## src/core/rmp_pkg.sv

```systemverilog
// Constants and types shared by the RMII port pin logic
package rmp_pkg;
   localparam logic [7:0] SFD_BYTE           = 8'hab;
   localparam logic [1:0] DIBIT_IDLE         = 2'h0;
   localparam logic [2:0] OPMODE_DEFAULT     = 3'h7;
   localparam logic       MGMT_ADDR0_DEFAULT = 1'h0;
   localparam int         PULL_RXD0          = 0;
   localparam int         PULL_RXD1          = 1;
   localparam int         PULL_CRS_DV        = 2;
   localparam int         PULL_RXER          = 3;
   localparam int         PULL_TXEN          = 4;
   localparam logic [4:0] PIN_PULL_DEFAULT   = 5'h07;
   typedef enum logic [1:0] {
      RX_IDLE,
      RX_HUNT,
      RX_PASS
   } rmp_rx_e;
endpackage

```

## src/core/rmp_strap_latch.sv

```systemverilog
// Strap capture for the shared receive pins
`timescale 1ns/1ps
module rmp_strap_latch (
   input  wire logic i_core_clk,
   input  wire logic i_sys_rst,
   input  wire logic i_capture,
   input  wire logic i_rxd0_pin,
   input  wire logic i_rxd1_pin,
   input  wire logic i_crs_dv_pin,
   input  wire logic i_rxer_pin,
   output logic      o_opmode_strap_bit0,
   output logic      o_opmode_strap_bit1,
   output logic      o_opmode_strap_bit2,
   output logic      o_mgmt_addr_strap_bit0
);
   always_ff @(posedge i_core_clk or posedge i_sys_rst) begin
      if (i_sys_rst) begin
         o_opmode_strap_bit0    <= rmp_pkg::OPMODE_DEFAULT[0];
         o_opmode_strap_bit1    <= rmp_pkg::OPMODE_DEFAULT[1];
         o_opmode_strap_bit2    <= rmp_pkg::OPMODE_DEFAULT[2];
         o_mgmt_addr_strap_bit0 <= rmp_pkg::MGMT_ADDR0_DEFAULT;
      end else if (i_capture) begin
         o_opmode_strap_bit0    <= i_rxd0_pin;
         o_opmode_strap_bit1    <= i_rxd1_pin;
         o_opmode_strap_bit2    <= i_crs_dv_pin;
         o_mgmt_addr_strap_bit0 <= i_rxer_pin;
      end
   end

   a_strap_mode: assert property (
      @(posedge i_core_clk) disable iff (i_sys_rst)
      i_capture |=> {o_opmode_strap_bit2, o_opmode_strap_bit1,
                     o_opmode_strap_bit0} == $past({i_crs_dv_pin,
                     i_rxd1_pin, i_rxd0_pin}))
      else $error("Mode straps not taken from receive pins");

   a_strap_addr: assert property (
      @(posedge i_core_clk) disable iff (i_sys_rst)
      i_capture |=> o_mgmt_addr_strap_bit0 == $past(i_rxer_pin))
      else $error("Address strap not taken from error pin");

   a_strap_hold: assert property (
      @(posedge i_core_clk) disable iff (i_sys_rst)
      !i_capture |=> $stable({o_opmode_strap_bit2, o_opmode_strap_bit1,
                     o_opmode_strap_bit0, o_mgmt_addr_strap_bit0}))
      else $error("Straps changed outside reset release");
endmodule

```

## src/core/rmp_rmii_port.sv

```systemverilog
// RMII receive/transmit pin logic of the PHY with reset-time straps
// Overview of operation
// - Flag error detected anywhere in current frame
// - Carrier/data valid high while medium busy
// - 10M: data low until SFD, carrier immediate
// - 10M half duplex: no transmit echo on receive
// - Receive data, carrier pins strap mode bits
// - Error pin straps management address bit 0
// - Fixed pulls: data/carrier high, error/enable low
// - External reset is active low
`timescale 1ns/1ps
module rmp_rmii_port (
   input  wire logic       i_core_clk,
   input  wire logic       i_sys_rst,
   input  wire logic       i_ext_reset_n,
   input  wire logic       i_txd0,
   input  wire logic       i_txd1,
   input  wire logic       i_txen,
   input  wire logic       i_rx_active,
   input  wire logic [1:0] i_rx_dibit,
   input  wire logic       i_rx_err,
   input  wire logic       i_speed_10,
   input  wire logic       i_half_duplex,
   input  wire logic       i_rxd0_pin,
   input  wire logic       i_rxd1_pin,
   input  wire logic       i_crs_dv_pin,
   input  wire logic       i_rxer_pin,
   output logic [1:0]      o_tx_dibit,
   output logic            o_tx_valid,
   output logic            o_rxd0,
   output logic            o_rxd0_oe_n,
   output logic            o_rxd1,
   output logic            o_rxd1_oe_n,
   output logic            o_crs_dv,
   output logic            o_crs_dv_oe_n,
   output logic            o_rxer,
   output logic            o_rxer_oe_n,
   output logic [4:0]      o_pin_pull,
   output logic            o_in_reset,
   output logic            o_opmode_strap_bit0,
   output logic            o_opmode_strap_bit1,
   output logic            o_opmode_strap_bit2,
   output logic            o_mgmt_addr_strap_bit0
);
   rmp_pkg::rmp_rx_e state_q;
   rmp_pkg::rmp_rx_e state_d;
   logic [7:0]       hunt_q;
   logic             oe_n_q;

   wire        live          = ~o_in_reset;
   wire        strap_capture = o_in_reset & i_ext_reset_n;
   wire        echo_block    = i_speed_10 & i_half_duplex & i_txen;
   // Delimiter bits gather oldest first, line 0 before line 1 in a dibit
   wire [7:0]  hunt_byte     = {hunt_q[5:0], i_rx_dibit[0], i_rx_dibit[1]};
   wire        sfd_hit       = (hunt_byte == rmp_pkg::SFD_BYTE);
   wire        pass_now      = (state_d == rmp_pkg::RX_PASS) & ~echo_block;
   wire [1:0]  rxd_d         = pass_now ? i_rx_dibit : rmp_pkg::DIBIT_IDLE;
   wire [7:0]  hunt_d        = i_rx_active ? hunt_byte : 8'h00;

   // Receive framing: 10M hunts for the SFD, 100M passes straight through
   always_comb begin
      state_d = state_q;
      case (state_q)
         rmp_pkg::RX_IDLE: begin
            if (i_rx_active) begin
               if (i_speed_10 && !sfd_hit) begin
                  state_d = rmp_pkg::RX_HUNT;
               end else begin
                  state_d = rmp_pkg::RX_PASS;
               end
            end
         end
         rmp_pkg::RX_HUNT: begin
            if (!i_rx_active) begin
               state_d = rmp_pkg::RX_IDLE;
            end else if (sfd_hit) begin
               state_d = rmp_pkg::RX_PASS;
            end
         end
         rmp_pkg::RX_PASS: begin
            if (!i_rx_active) begin
               state_d = rmp_pkg::RX_IDLE;
            end
         end
         default: state_d = rmp_pkg::RX_IDLE;
      endcase
      if (!live) begin
         state_d = rmp_pkg::RX_IDLE;
      end
   end

   always_ff @(posedge i_core_clk or posedge i_sys_rst) begin
      if (i_sys_rst) begin
         state_q <= rmp_pkg::RX_IDLE;
         hunt_q  <= 8'h00;
      end else begin
         state_q <= state_d;
         hunt_q  <= hunt_d;
      end
   end

   // Reset pin and pin direction; pins stay released while straps settle
   always_ff @(posedge i_core_clk or posedge i_sys_rst) begin
      if (i_sys_rst) begin
         o_in_reset <= 1'h1;
         oe_n_q     <= 1'h1;
         o_pin_pull <= rmp_pkg::PIN_PULL_DEFAULT;
      end else begin
         o_in_reset <= ~i_ext_reset_n;
         oe_n_q     <= ~(i_ext_reset_n & ~strap_capture & live);
         o_pin_pull <= rmp_pkg::PIN_PULL_DEFAULT;
      end
   end

   always_ff @(posedge i_core_clk or posedge i_sys_rst) begin
      if (i_sys_rst) begin
         o_rxd0        <= 1'h0;
         o_rxd1        <= 1'h0;
         o_crs_dv      <= 1'h0;
         o_rxer        <= 1'h0;
         o_rxd0_oe_n   <= 1'h1;
         o_rxd1_oe_n   <= 1'h1;
         o_crs_dv_oe_n <= 1'h1;
         o_rxer_oe_n   <= 1'h1;
         o_tx_dibit    <= 2'h0;
         o_tx_valid    <= 1'h0;
      end else begin
         o_rxd0        <= rxd_d[0];
         o_rxd1        <= rxd_d[1];
         o_crs_dv      <= i_rx_active & live;
         o_rxer        <= i_rx_err & i_rx_active & live;
         o_rxd0_oe_n   <= oe_n_q;
         o_rxd1_oe_n   <= oe_n_q;
         o_crs_dv_oe_n <= oe_n_q;
         o_rxer_oe_n   <= oe_n_q;
         o_tx_dibit    <= {i_txd1, i_txd0};
         o_tx_valid    <= i_txen & live;
      end
   end

   rmp_strap_latch u_strap (
      .i_core_clk             (i_core_clk),
      .i_sys_rst              (i_sys_rst),
      .i_capture              (strap_capture),
      .i_rxd0_pin             (i_rxd0_pin),
      .i_rxd1_pin             (i_rxd1_pin),
      .i_crs_dv_pin           (i_crs_dv_pin),
      .i_rxer_pin             (i_rxer_pin),
      .o_opmode_strap_bit0    (o_opmode_strap_bit0),
      .o_opmode_strap_bit1    (o_opmode_strap_bit1),
      .o_opmode_strap_bit2    (o_opmode_strap_bit2),
      .o_mgmt_addr_strap_bit0 (o_mgmt_addr_strap_bit0)
   );

   a_rx_bit_order: assert property (
      @(posedge i_core_clk) disable iff (i_sys_rst)
      (live && i_rx_active && !i_speed_10 && !echo_block) |=>
      {o_rxd1, o_rxd0} == $past(i_rx_dibit))
      else $error("Receive dibit not on expected lines");

   a_rx_err_flag: assert property (
      @(posedge i_core_clk) disable iff (i_sys_rst)
      (live && i_rx_active && i_rx_err) |=> o_rxer ##0 o_crs_dv)
      else $error("Receive error not flagged in frame");

   a_carrier_valid: assert property (
      @(posedge i_core_clk) disable iff (i_sys_rst)
      live |=> (o_crs_dv == $past(i_rx_active)))
      else $error("Carrier indication does not follow medium");

   a_sfd_hold_low: assert property (
      @(posedge i_core_clk) disable iff (i_sys_rst)
      (live && i_speed_10 && state_q != rmp_pkg::RX_PASS && i_rx_active
       && !sfd_hit) |=> (o_crs_dv && !o_rxd0 && !o_rxd1))
      else $error("Receive data not held low before delimiter");

   a_sfd_pass: assert property (
      @(posedge i_core_clk) disable iff (i_sys_rst)
      (live && i_speed_10 && i_rx_active && sfd_hit && !echo_block) |=>
      {o_rxd1, o_rxd0} == $past(i_rx_dibit))
      else $error("Data not passed once delimiter seen");

   a_hunt_clear: assert property (
      @(posedge i_core_clk) disable iff (i_sys_rst)
      !i_rx_active |=> (hunt_q == 8'h00))
      else $error("Delimiter search not restarted at idle");

   a_no_echo: assert property (
      @(posedge i_core_clk) disable iff (i_sys_rst)
      echo_block |=> (!o_rxd0 && !o_rxd1))
      else $error("Transmit echoed onto receive data");

   a_pull_fixed: assert property (
      @(posedge i_core_clk) disable iff (i_sys_rst)
      o_pin_pull[rmp_pkg::PULL_RXD0] && o_pin_pull[rmp_pkg::PULL_RXD1]
      && o_pin_pull[rmp_pkg::PULL_CRS_DV]
      && !o_pin_pull[rmp_pkg::PULL_RXER]
      && !o_pin_pull[rmp_pkg::PULL_TXEN])
      else $error("Pin pull pattern wrong");

   a_held_reset: assert property (
      @(posedge i_core_clk) disable iff (i_sys_rst)
      !i_ext_reset_n |=> o_in_reset ##1 (o_rxd0_oe_n && o_crs_dv_oe_n
      && !o_crs_dv && !o_tx_valid))
      else $error("Port active while external reset low");

   a_pins_release: assert property (
      @(posedge i_core_clk) disable iff (i_sys_rst)
      strap_capture |=> oe_n_q ##1 o_rxer_oe_n)
      else $error("Pins driven during strap capture");

   a_tx_follow: assert property (
      @(posedge i_core_clk) disable iff (i_sys_rst)
      live |=> (o_tx_dibit == $past({i_txd1, i_txd0})))
      else $error("Transmit dibit not carried on both lines");

   a_tx_enable: assert property (
      @(posedge i_core_clk) disable iff (i_sys_rst)
      live |=> (o_tx_valid == $past(i_txen)))
      else $error("Transmit enable not followed");
endmodule

```

## config.mk

```make
export PLATFORM = sky130hd
export DESIGN_NAME = rmp_rmii_port
export DESIGN_NICKNAME = d
export VERILOG_FILES = /design/src/core/rmp_pkg.sv /design/src/core/rmp_strap_latch.sv /design/src/core/rmp_rmii_port.sv
export SDC_FILE = /design/constraint.sdc
export NUM_CORES = 1
export LEC_CHECK = 0
export BUFFER_PORTS_ARGS = -buffer_cell sky130_fd_sc_hd__buf_2
export CELL_PAD_IN_SITES_DETAIL_PLACEMENT = 0
export CELL_PAD_IN_SITES_GLOBAL_PLACEMENT = 2
export CORE_MARGIN = 4
export CORE_UTILIZATION = 30
export DETAILED_ROUTE_END_ITERATION = 10
export GPL_ROUTABILITY_DRIVEN = 1
export HOLD_SLACK_MARGIN = 0.15
export PLACE_DENSITY = 0.8
export SLEW_MARGIN = 20
export SYNTH_ARGS = -nofsm -noshare
export SYNTH_HDL_FRONTEND = slang
export SYNTH_SLANG_ARGS = --single-unit
```

## constraint.sdc

```tcl
create_clock -name i_core_clk -period 1.55 [get_ports i_core_clk]
set_input_delay 0.31 -clock i_core_clk [delete_from_list [all_inputs] [get_ports i_core_clk]]
set_output_delay 0.31 -clock i_core_clk [all_outputs]
set_load 0.01 [all_outputs]
```

==> impl_results.md, run 1 <==
- Sequential Power Share: approximately 59%
- Starting Density: 32.85%
- Final ANT Viol Nets: 0
- Starting DRT DRC Count: 5
- Sum of negative setup slack: 0 ns
- Synthesis-to-layout area growth: 27.00%
- Commonest cells post-synth: 16 x dfrtp_1, 8 x buf_4, 6 x and2_2, 6 x dfstp_2
- Pre-Repair DR Iteration Count: 2
- Leak: 0.5617 nW
- Total GRT Usage: 9.186%
- Hold Path Class: input port to register
- Fillcell total: 274
- Hold_sp: i_rx_err
- Number of global-route vias before repair: 585
- Top cells by area, synth: dfrtp_1 47%, dfstp_2 19%, buf_4 7.1%, and2_2 5.3%, mux2_2 5.3%
- Die area: about 0.0037 sq mm
- Port Buf Inserts: 31
- CTS Buf Count: 3
- CP top delay family: flip-flops
- Synth cell types: 19
- Max reg flops: 6
- Die Span X: a little over 60 um
- Vias per cell: 4.391
- Ports: 37
- Sw Share: 22.73%
- HPWL after DPL: 1.203 mm
- Final setup fails: 0
- Top reg by flops: hunt_q
- Drt wl/cell: 12.06 um
- Post-route insts no fill: 128
- CTS root buf: clkbuf_4
- CP required: 1.24 ns
- H-tree Lvls: 1
- Fin Hold WS: 0.2133 ns
- Smallest setup slack after layout: 0.2288 ns
- GRT overflow: 0
- Achievable Freq: ~760 MHz
- Status: complete, no violations
- Leading area contributor after synthesis: dfrtp_1
- Synthesized area per cell: 13.39 sq um
- Layout cells sized above 1: 55.10%
- Initial antenna violation count: 0
- Yosys warns: 0
- # DRC: 0
- Max VDD drop: 831.2 uV
- Rows: 18
- Largest net degree at the start of global routing: 23
- PwrDens: between 1000 and 1500 mW/mm^2
- CTS Buffer Depth: 2
- RSZ-0062 raised after global routing: no
- Clock sinks: 22
- Final nets: 115
- Final Cycle Share: 85.24%
- Psw: 0.2446 mW
- Post-synth EDFFs: 0
- Worst Setup Path Type: register to output pin
- Synth async-reset ratio: between 90% and 100%
- Pwr Total: 1.076 mW
- Largest registers: hunt_q x6, o_tx_dibit x2, state_q x2
- Clock slew at reported path FFs: 0.12 ns
- Internal: 0.8312 mW
- Synth Instances: 63
- Critical path data arrival time: 1.01 ns
- Worst-path fanout max: 5
- Place WS: between 0.4 and 0.5 ns
- Core area: 0.002567 sq mm
- Number of max-cap violations: 0
- Cell Area, Synth: 843.3 sq um
- Logic pwr share: between 10% and 20%
- Crit-path slowest cell: dfstp_2
- Vias: 562
- Dpl cells: 120
- Shortest period the worst path allows: around 1.3 ns
- CP Launch Point: o_in_reset
- Top-count cell post-synth: dfrtp_1
- CTS tree: yes
- Synth top area share: 47.48%
- Post-Route WL: ~1.5 mm
- Clock Skew: 0.008130 ns
- Clock power share: 28.2%
- Routability cong.: roughly 0.74
- Clock Latency Late Sink: 0.30 ns
- Reg-to-Reg Start: o_in_reset
- Die height: just over 60 um
- Final Hold Fails: 0
- CP Cell Sequence: buf_2
- Crit start category: register
- Crit path capture type: output pin
- Final Max Tran Viols: 0
- Crit path buf inv count: 1
- # diodes: 0
- Global-route wire length before repair: 2.470 mm
- Predominant post-synthesis flop cell: dfrtp_1
- Sequential fraction of the synthesis area: 66.17%
- Synth Register Bits: 22
- CP peak stage delay: approximately 0.58 ns
## cell type report
class | instances | area, sq um | area share, %
clock buffer | 4 | 36.28 | 3.388
multi-input combinational | 32 | 221.5 | 20.68
sequential | 22 | 558.0 | 52.10
timing repair buffer | 36 | 202.7 | 18.93
tap | 30 | 37.54 | 3.505
inverter | 4 | 15.01 | 1.402
## cells by family after synthesis
| logic type | share of synthesized area (%) |
|---|---|
| DFF | 66.17 |
| buffers and inverters | 8.902 |
| muxes | 5.341 |
| AOI/OAI and AO/OA | 4.006 |
| other | 0.8905 |
| and+or+nand+nor | 14.69 |
## metal layers
metal,track usage [%],vias up,wire length [um]
li1,-,259,-
met1,10.61,272,643
met2,15.41,29,703
met3,4.612,2,181
met4,1.858,0,17
met5,0,-,0
## metrics by stage
| stage | util, % | instance area (sq um) |
|---|---|---|
| floorplan | - | 854.6 |
| global placement | 38.74 | 994.7 |
| detailed placement | 38.74 | 994.7 |
| CTS | 41.72 | 1071 |
| global route | 41.72 | 1071 |
| finish | 41.72 | 1071 |
## worst paths after layout
| path | endpoint | slack, ns | cells past startpoint |
|---|---|---|---|
| setup / recovery | o_in_reset | 0.23 | 1 |
| hold / removal | o_rxer | 0.21 | 2 |
| setup reg to reg | o_rxd1 | 0.39 | 4 |
| hold reg to reg | o_rxer_oe_n | 0.36 | 0 |
| max in group asynchronous | oe_n_q | 0.70 | 4 |
| min in group asynchronous | o_tx_valid | 0.57 | 4 |
## power by group through the flow
stage / combinational, mW / clock (mW) / sequential, mW
after CTS: 0.140 / 0.320 / 0.637
after detailed placement: 0.131 / 0 / 0.647
after global placement: 0.130 / 0 / 0.645
after global routing: 0.153 / 0.354 / 0.642
after floorplan: 0.0681 / 0 / 0.659
final: 0.136 / 0.303 / 0.636
## cells in the final DEF, fill, tap and decap left out, drive strengths merged
cell,count
and4b,1
nor2,1
a211o,1
conb,5
and4bb,1
mux2,4
buf,32
clkbuf,4
inv,4
and2b,1
dfrtp,16
a21oi,2
dfstp,6
a2111oi,1
nand3,1
nand2,4
dlygate4sd3,4
nand4,1
and2,7
nand2b,2
## repair_timing
| action | 4_1_cts | 5_1_grt |
|---|---|---|
| hold buffers | 4 | 0 |
| buffers inserted | 0 | 0 |
| gates resized for setup | 0 | 0 |
| hold endpoints to repair | 19 | 0 |
| setup endpoints to repair | 0 | 0 |
No activity file was read; power rests on OpenSTA's default activity.
==> inputs of run 2 (changes only) <==
==> constraint.sdc (replaced) <==
create_clock -name i_core_clk -period 1.55 [get_ports i_core_clk]
set_input_delay 0 -clock i_core_clk [delete_from_list [all_inputs] [get_ports i_core_clk]]
set_output_delay 0 -clock i_core_clk [all_outputs]
set_load 0.01 [all_outputs]
==> run 2 against run 1 <==
Fmax up 2.9%. Critical path depth grew 5. Register-to-register slack is essentially flat. Non-clock buffer count is 12 higher. Total power shrank 2.0%. Combinational power is 18% higher. Critical path type is now input port to register. Largest cell class unchanged. Highest routed layer unchanged.
==> impl_results.md, run 2 (same netlist as run 1, synthesis figures left out) <==
- Crit start category: input port
- CP peak stage delay: 0.56 ns (-0.02 ns)
- Die area: 0.003723 sq mm (unchanged)
- Crit-path slowest cell: dlygate4sd3_1
- Final Max Tran Viols: 0 (unchanged)
- Pre-Repair DR Iteration Count: 4 (+2)
- Initial antenna violation count: 0 (unchanged)
- Final Hold Fails: 0 (unchanged)
- Clock Latency Late Sink: 0.30 ns (about the same)
- Max reg flops: 6 (unchanged)
- Pwr Total: 1.055 mW (-2.0%)
- Status: complete, no violations
- Commonest non-fill, non-tap cells in the layout: 31 x buf_2, 16 x dlygate4sd3_1, 16 x dfrtp_1, 6 x and2_2, 6 x dfstp_2
- HPWL after DPL: 1.193 mm (-0.86%)
- CTS Buffer Depth: 2 (unchanged)
- Die height: 61.02 um (unchanged)
- Max VDD drop: 488.7 uV (-41%)
- CTS tree: yes
- Die Span X: 61.02 um (unchanged)
- Final nets: 127 (+10%)
- # diodes: 0 (unchanged)
- Port Buf Inserts: 31 (unchanged)
- FF-to-FF setup slack: 0.40 ns (about the same)
- Largest registers: hunt_q x6, o_tx_dibit x2, state_q x2
- GRT overflow: 0 (unchanged)
- Post-Route WL: 1.643 mm (+6.4%)
- Crit path capture type: register
- Vias per cell: 4.271 (-2.7%)
- Post-CTS Setup Bufs: 0 (unchanged)
- Leak: 0.6051 nW (+7.7%)
- CTS root buf: clkbuf_4
- Largest net degree at the start of global routing: 23 (unchanged)
- Layout cells sized above 1: 48.18% (-6.9 points)
- Total GRT Usage: 9.059% (-0.13 points)
- Starting Density: 32.85% (unchanged)
- Drt wl/cell: 11.74 um (-2.7%)
- Rows: 18 (unchanged)
- Achievable Freq: 778.9 MHz (+2.9%)
- Clock Skew: 0.004966 ns (-0.003165 ns)
- Fillcell total: 264 (-3.6%)
- Synthesis-to-layout area growth: 40.06%
- Worst-path fanout max: 2 (-3)
- Reg-to-Reg Start: o_in_reset
- Final Cycle Share: 82.83% (-2.4 points)
- Sum of negative setup slack: 0 ns (unchanged)
- Crit path buf inv count: 3 (+2)
- CTS resizes: 0 (unchanged)
- Crit Reg-Reg Endpoint: o_rxd1
- CP Cell Sequence: dlygate4sd3_1 -> buf_2 -> nand3_1 -> nand2_1 -> dlygate4sd3_1 -> a21oi_1
- Starting DRT DRC Count: 5 (unchanged)
- Worst Setup Path Type: input port to register
- Vias: 598 (+6.4%)
- CP required: 1.77 ns (+0.53 ns)
- Final ANT Viol Nets: 0 (unchanged)
- Clock sinks: 22 (unchanged)
- Top reg by flops: hunt_q
- Core area: 0.002567 sq mm (unchanged)
- Critical path data arrival time: 1.51 ns (+0.50 ns)
- Final setup fails: 0 (unchanged)
- Clock slew at reported path FFs: 0.11 ns (about the same)
- RSZ-0062 raised after global routing: no
- Commonest non-fill, non-tap cell in the layout: buf_2
- H-tree Lvls: 1 (unchanged)
- Reg2reg path depth: 4 (unchanged)
- Crit-path most repeated cell: dlygate4sd3_1
- Smallest setup slack after layout: 0.2662 ns (+0.03737 ns)
- Area of the multi-input gates: 221.5 sq um (unchanged)
- PwrDens: 893.1 mW/mm^2 (-11%)
- Hold buffers post-CTS: 16 (+12)
- Routability cong.: 0.7131 (-3.3%)
- Ports: 37 (unchanged)
- CTS Buf Count: 3 (unchanged)
- CP top delay family: buffers and inverters
- Shortest period the worst path allows: 1.284 ns (-0.03737 ns)
- Fin Hold WS: 0.2613 ns (+0.04797 ns)
- Number of max-cap violations: 0 (unchanged)
- Hold Path Class: input port to async pin
- # DRC: 0 (unchanged)
- Global-route wire length before repair: 2.470 mm (unchanged)
- Place WS: 0.4224 ns (+0.01836 ns)
- Number of global-route vias before repair: 601 (+2.7%)
- FF/Latch Area: 558.0 sq um (unchanged)
## run 2: metal layers
| layer | global-route usage (%) | wire length [um] | vias up |
|---|---|---|---|
| met5 | 0 | 0 | - |
| met2 | 15.71 | 744 | 32 |
| met1 | 10.36 | 736 | 280 |
| li1 | - | - | 284 |
| met4 | 3.715 | 15 | 0 |
| met3 | 2.725 | 147 | 2 |
## run 2: cell type report
| type | instances | share of cell area (%) |
|---|---|---|
| flip-flops and latches | 22 | 47.25 |
| repair buffers | 48 | 27.33 |
| inverters | 4 | 1.271 |
| clock buffers | 4 | 2.225 |
| multi-input cells | 32 | 18.75 |
| well taps | 30 | 3.178 |
## run 2: through the flow
step	std cells	area (sq um)	util (%)
final	140	1181	46.00
after global routing	140	1181	46.00
after CTS	140	1181	46.00
after detailed placement	120	994.7	38.74
after global placement	120	994.7	38.74
after floorplan	66	854.6	-
## run 2: worst max-delay path by stage
stage                     from  endpoint  slack [ns]  cells past startpoint
floorplan           o_in_reset    o_rxd0        0.48                      4
global placement    o_in_reset    o_rxd1        0.46                      4
detailed placement  o_in_reset    o_rxd0        0.42                      4
CTS                     i_txen    o_rxd1        0.32                      6
global route            i_txen    o_rxd1        0.20                      6
finish                  i_txen    o_rxd1        0.27                      6
## run 2: worst reg2reg max path: cells and delay by family (launching register included)
family	cells	cell delay [ns]
simple gates	2	0.31
flops	1	0.56
compound gates	1	0.09
buf+inv	1	0.08
## run 2: power breakdown
part,internal [mW],switching [mW]
Combinational,0.0877,0.0736
Clock,0.100,0.157
Sequential,0.621,0.0153
==> inputs of run 3 (changes only) <==
Settings changed: ABC_AREA from default to 1, CORE_UTILIZATION 30 to 25, PLACE_DENSITY 0.8 to 0.72.
Clock period 1.55 ns to 1.06 ns, I/O delays scaled along.
==> run 3 against run 2 <==
The flow now finishes with violations (negative setup slack). Routed wire length grew 16%. Total power rose by 88%. Clock skew is essentially flat. Global-route usage decreased by 0.52 points. First-iteration DRC count rose to 3.8 times the previous value. Clock-buffer cell count is 1 lower. Die area rose by 26%. Synthesized area is 8.5% higher. Clock power rose to 3.0 times the previous value. Flip-flop and latch count unchanged. Critical endpoint is now o_in_reset.
==> impl_results.md, run 3 <==
- Synth async-reset ratio: 100.0% (unchanged)
- Synth Area in XOR/XNOR: 0% (unchanged)
- Post-synthesis adder-cell area fraction: 0% (unchanged)
- Final setup fails: 1 (+1)
- Synth Instances: 85 (+35%)
- Clock Skew: 0.004531 ns (-0.0004346 ns)
- Post-synth EDFFs: 0 (unchanged)
- Worst Setup Path Type: register to output pin
- Ports: 37 (unchanged)
- Sequential fraction of the synthesis area: 61.01% (-5.2 points)
- Smallest setup slack after layout: -0.003628 ns (-0.2698 ns)
- Post-route insts no fill: 180 (+29%)
- RSZ-0062 raised after global routing: yes
- Routability cong.: 0.7690 (+7.8%)
- Reg-to-Reg Start: o_in_reset
- Layout cells sized above 1: 44.78% (-3.4 points)
- Predominant post-synthesis flop cell: dfrtp_1
- Commonest non-fill, non-tap cells in the layout: 29 x buf_2, 16 x dfrtp_1, 15 x inv_1, 15 x dlygate4sd3_1, 12 x nand2_1
- Clock sinks: 22 (unchanged)
- Pre-Repair DR Iteration Count: 4 (unchanged)
- Max VDD drop: 557.1 uV (+14%)
- Commonest cells post-synth: 16 x dfrtp_1, 15 x inv_1, 13 x nand2_1
- Simple-Gate Fraction of Synth Area: 13.54% (-1.1 points)
- Fraction of the mapped netlist area in compound gates: 3.010% (-1.0 points)
- Number of max-cap violations: 0 (unchanged)
- Number of global-route vias before repair: 644 (+7.2%)
- Dpl cells: 158 (+32%)
- Crit start category: register
- Commonest non-fill, non-tap cell in the layout: buf_2
- CTS tree: yes
- Die height: 68.49 um (+12%)
- Final nets: 151 (+19%)
- Core area: 0.003442 sq mm (+34%)
- Largest net degree at the start of global routing: 23 (unchanged)
- Starting Density: 26.57% (-6.3 points)
- # DRC: 0 (unchanged)
- Achievable Freq: 940.2 MHz
- Largest family of logic cells by synthesized area: buffers and inverters
- Crit Reg-Reg Endpoint: u_strap.o_mgmt_addr_strap_bit0
- Synthesis-to-layout area growth: 47.74%
- Synthesized area per cell: 10.76 sq um (-20%)
- Final Hold Fails: 0 (unchanged)
- Initial antenna violation count: 0 (unchanged)
- CTS Buf Count: 3 (unchanged)
- CP required: 1.06 ns (-0.71 ns)
- FF-to-FF setup slack: 0.02 ns (-0.38 ns)
- Status: finished, violations left
- Cell Area, Synth: 914.6 sq um (+8.5%)
- Crit path capture type: output pin
- Port Buf Inserts: 31 (unchanged)
- Mux cell area share after synthesis: 6.566% (+1.2 points)
- Die area: 0.004690 sq mm (+26%)
- Worst-path fanout max: 7 (+5)
- CTS Buffer Depth: 2 (unchanged)
- PwrDens: 1468 mW/mm^2 (+64%)
- GRT overflow: 0 (unchanged)
- Final ANT Viol Nets: 0 (unchanged)
- Fillcell total: 352 (+33%)
- # diodes: 0 (unchanged)
- H-tree Lvls: 1 (unchanged)
- HPWL after DPL: 1.268 mm (+6.3%)
- Rows: 21 (+3)
- Top reg by flops: hunt_q
- Top cells by area, synth: dfrtp_1 44%, dfstp_2 17%, buf_4 6.6%, mux2_4 6.6%, inv_1 6.2%
- Synth top area share: 43.78% (-3.7 points)
- Max reg flops: 6 (unchanged)
- Final Max Tran Viols: 0 (unchanged)
- CTS root buf: clkbuf_8
- Clock Latency Late Sink: 0.26 ns (-0.04 ns)
- Die Span X: 68.49 um (+12%)
- Starting DRT DRC Count: 19 (+14)
- Final Cycle Share: 100.3%
- Post-Route WL: 1.903 mm (+16%)
- Drt wl/cell: 10.57 um (-9.9%)
- Sum of negative setup slack: -0.003628 ns (-0.003628 ns)
- Reg2reg path depth: 2 (-2)
- Top-count cell post-synth: dfrtp_1
- Leak: 0.7428 nW (+23%)
- Hold Path Class: input port to async pin
- Synth cell types: 19 (unchanged)
- Yosys warns: 0 (unchanged)
- Vias per cell: 3.683 (-14%)
- Synth Register Bits: 22 (unchanged)
- Vias: 663 (+11%)
- Failing checks: negative setup slack
- Total GRT Usage: 8.536% (-0.52 points)
- Critical path data arrival time: 1.06 ns (-0.45 ns)
- Leading area contributor after synthesis: dfrtp_1
- Largest registers: hunt_q x6, o_tx_dibit x2, state_q x2
- Clock slew at reported path FFs: 0.08 ns (-0.03 ns)
- Global-route wire length before repair: 2.856 mm (+16%)
- Shortest period the worst path allows: roughly 1.1 ns
==> run 3: cell types whose count changed after synthesis, sizes merged, moves of 2 or more <==
| cell | before | now |
|---|---|---|
| nor2 | 1 | 9 |
| nand2b | 2 | 0 |
| and2 | 7 | 0 |
| inv | 4 | 17 |
| nand3 | 1 | 3 |
| nand2 | 4 | 14 |
==> run 3: area by class of cell <==
class	instances	area, sq um	share of cell area (%)
timing repair buffer	51	355.3	26.30
clock inverter	1	30.03	2.222
inverter	17	66.31	4.907
multi-input combinational	40	242.7	17.96
tap	46	57.56	4.259
sequential	22	558.0	41.30
clock buffer	3	41.29	3.056
==> run 3: power breakdown <==
group          internal (mW)  total [mW]  leakage, nW  switching, mW
registers              0.908       0.935        0.272         0.0266
clock network          0.504       0.766       0.0357          0.262
logic                  0.150       0.283        0.435          0.133
total                   1.56        1.98        0.743          0.421
==> run 3: worst max-delay path by stage <==
stage / from / end / slack [ns] / depth (start not counted)
after floorplan: o_in_reset / u_strap.o_mgmt_addr_strap_bit0 / -0.05 / 2
after global placement: o_in_reset / u_strap.o_mgmt_addr_strap_bit0 / 0.04 / 2
after detailed placement: o_in_reset / u_strap.o_mgmt_addr_strap_bit0 / 0.03 / 2
after CTS: o_in_reset / o_in_reset / -0.02 / 2
after global routing: hunt_q[2] / o_rxd0 / -0.07 / 7
final: o_in_reset / o_in_reset / -0.004 / 2
==> run 3: what timing repair did <==
action | in CTS | in global routing
setup buffers | 0 | 3
pin swaps | 0 | 3
endpoints found under the hold margin | 43 | 0
hold buffers | 15 | 0
setup endpoints to repair | 1 | 5
gates resized for setup | 2 | 5
==> run 3: kinds of logic after synthesis <==
kind of cell,after synthesis
other,2
buffers and inverters,26
multiplexers,4
AO/OA/AOI/OAI,5
flip-flops,22
AND/OR/NAND/NOR,26
==> run 3: critical path: stages, from the launching register on <==
cell and delay [ns]:
dfstp_2 0.57, buf_6 0.13, buf_6 0.10
==> run 3: layer usage <==
metal	up-vias	share of wire, %	global-route usage, %
met5	-	0	0
met3	2	4.3	1.478
met2	18	54	14.66
met4	0	1.6	5.955
li1	335	-	-
met1	308	40	9.432
==> run 3: metrics by stage <==
step                      setup WS [ns]  area, sq um  total power [mW]  util, %  hold slack, ns
after detailed placement        0.03024         1082             1.180    31.44         0.05328
after global placement          0.03899         1082             1.174    31.44         0.04335
final                         -0.003628         1351             1.983    39.26          0.3290
after global routing           -0.06546         1351             2.083    39.26          0.3568
after floorplan                -0.05234        925.9             1.101        -        -0.01522
after CTS                      -0.01704         1314             2.000    38.17          0.3128
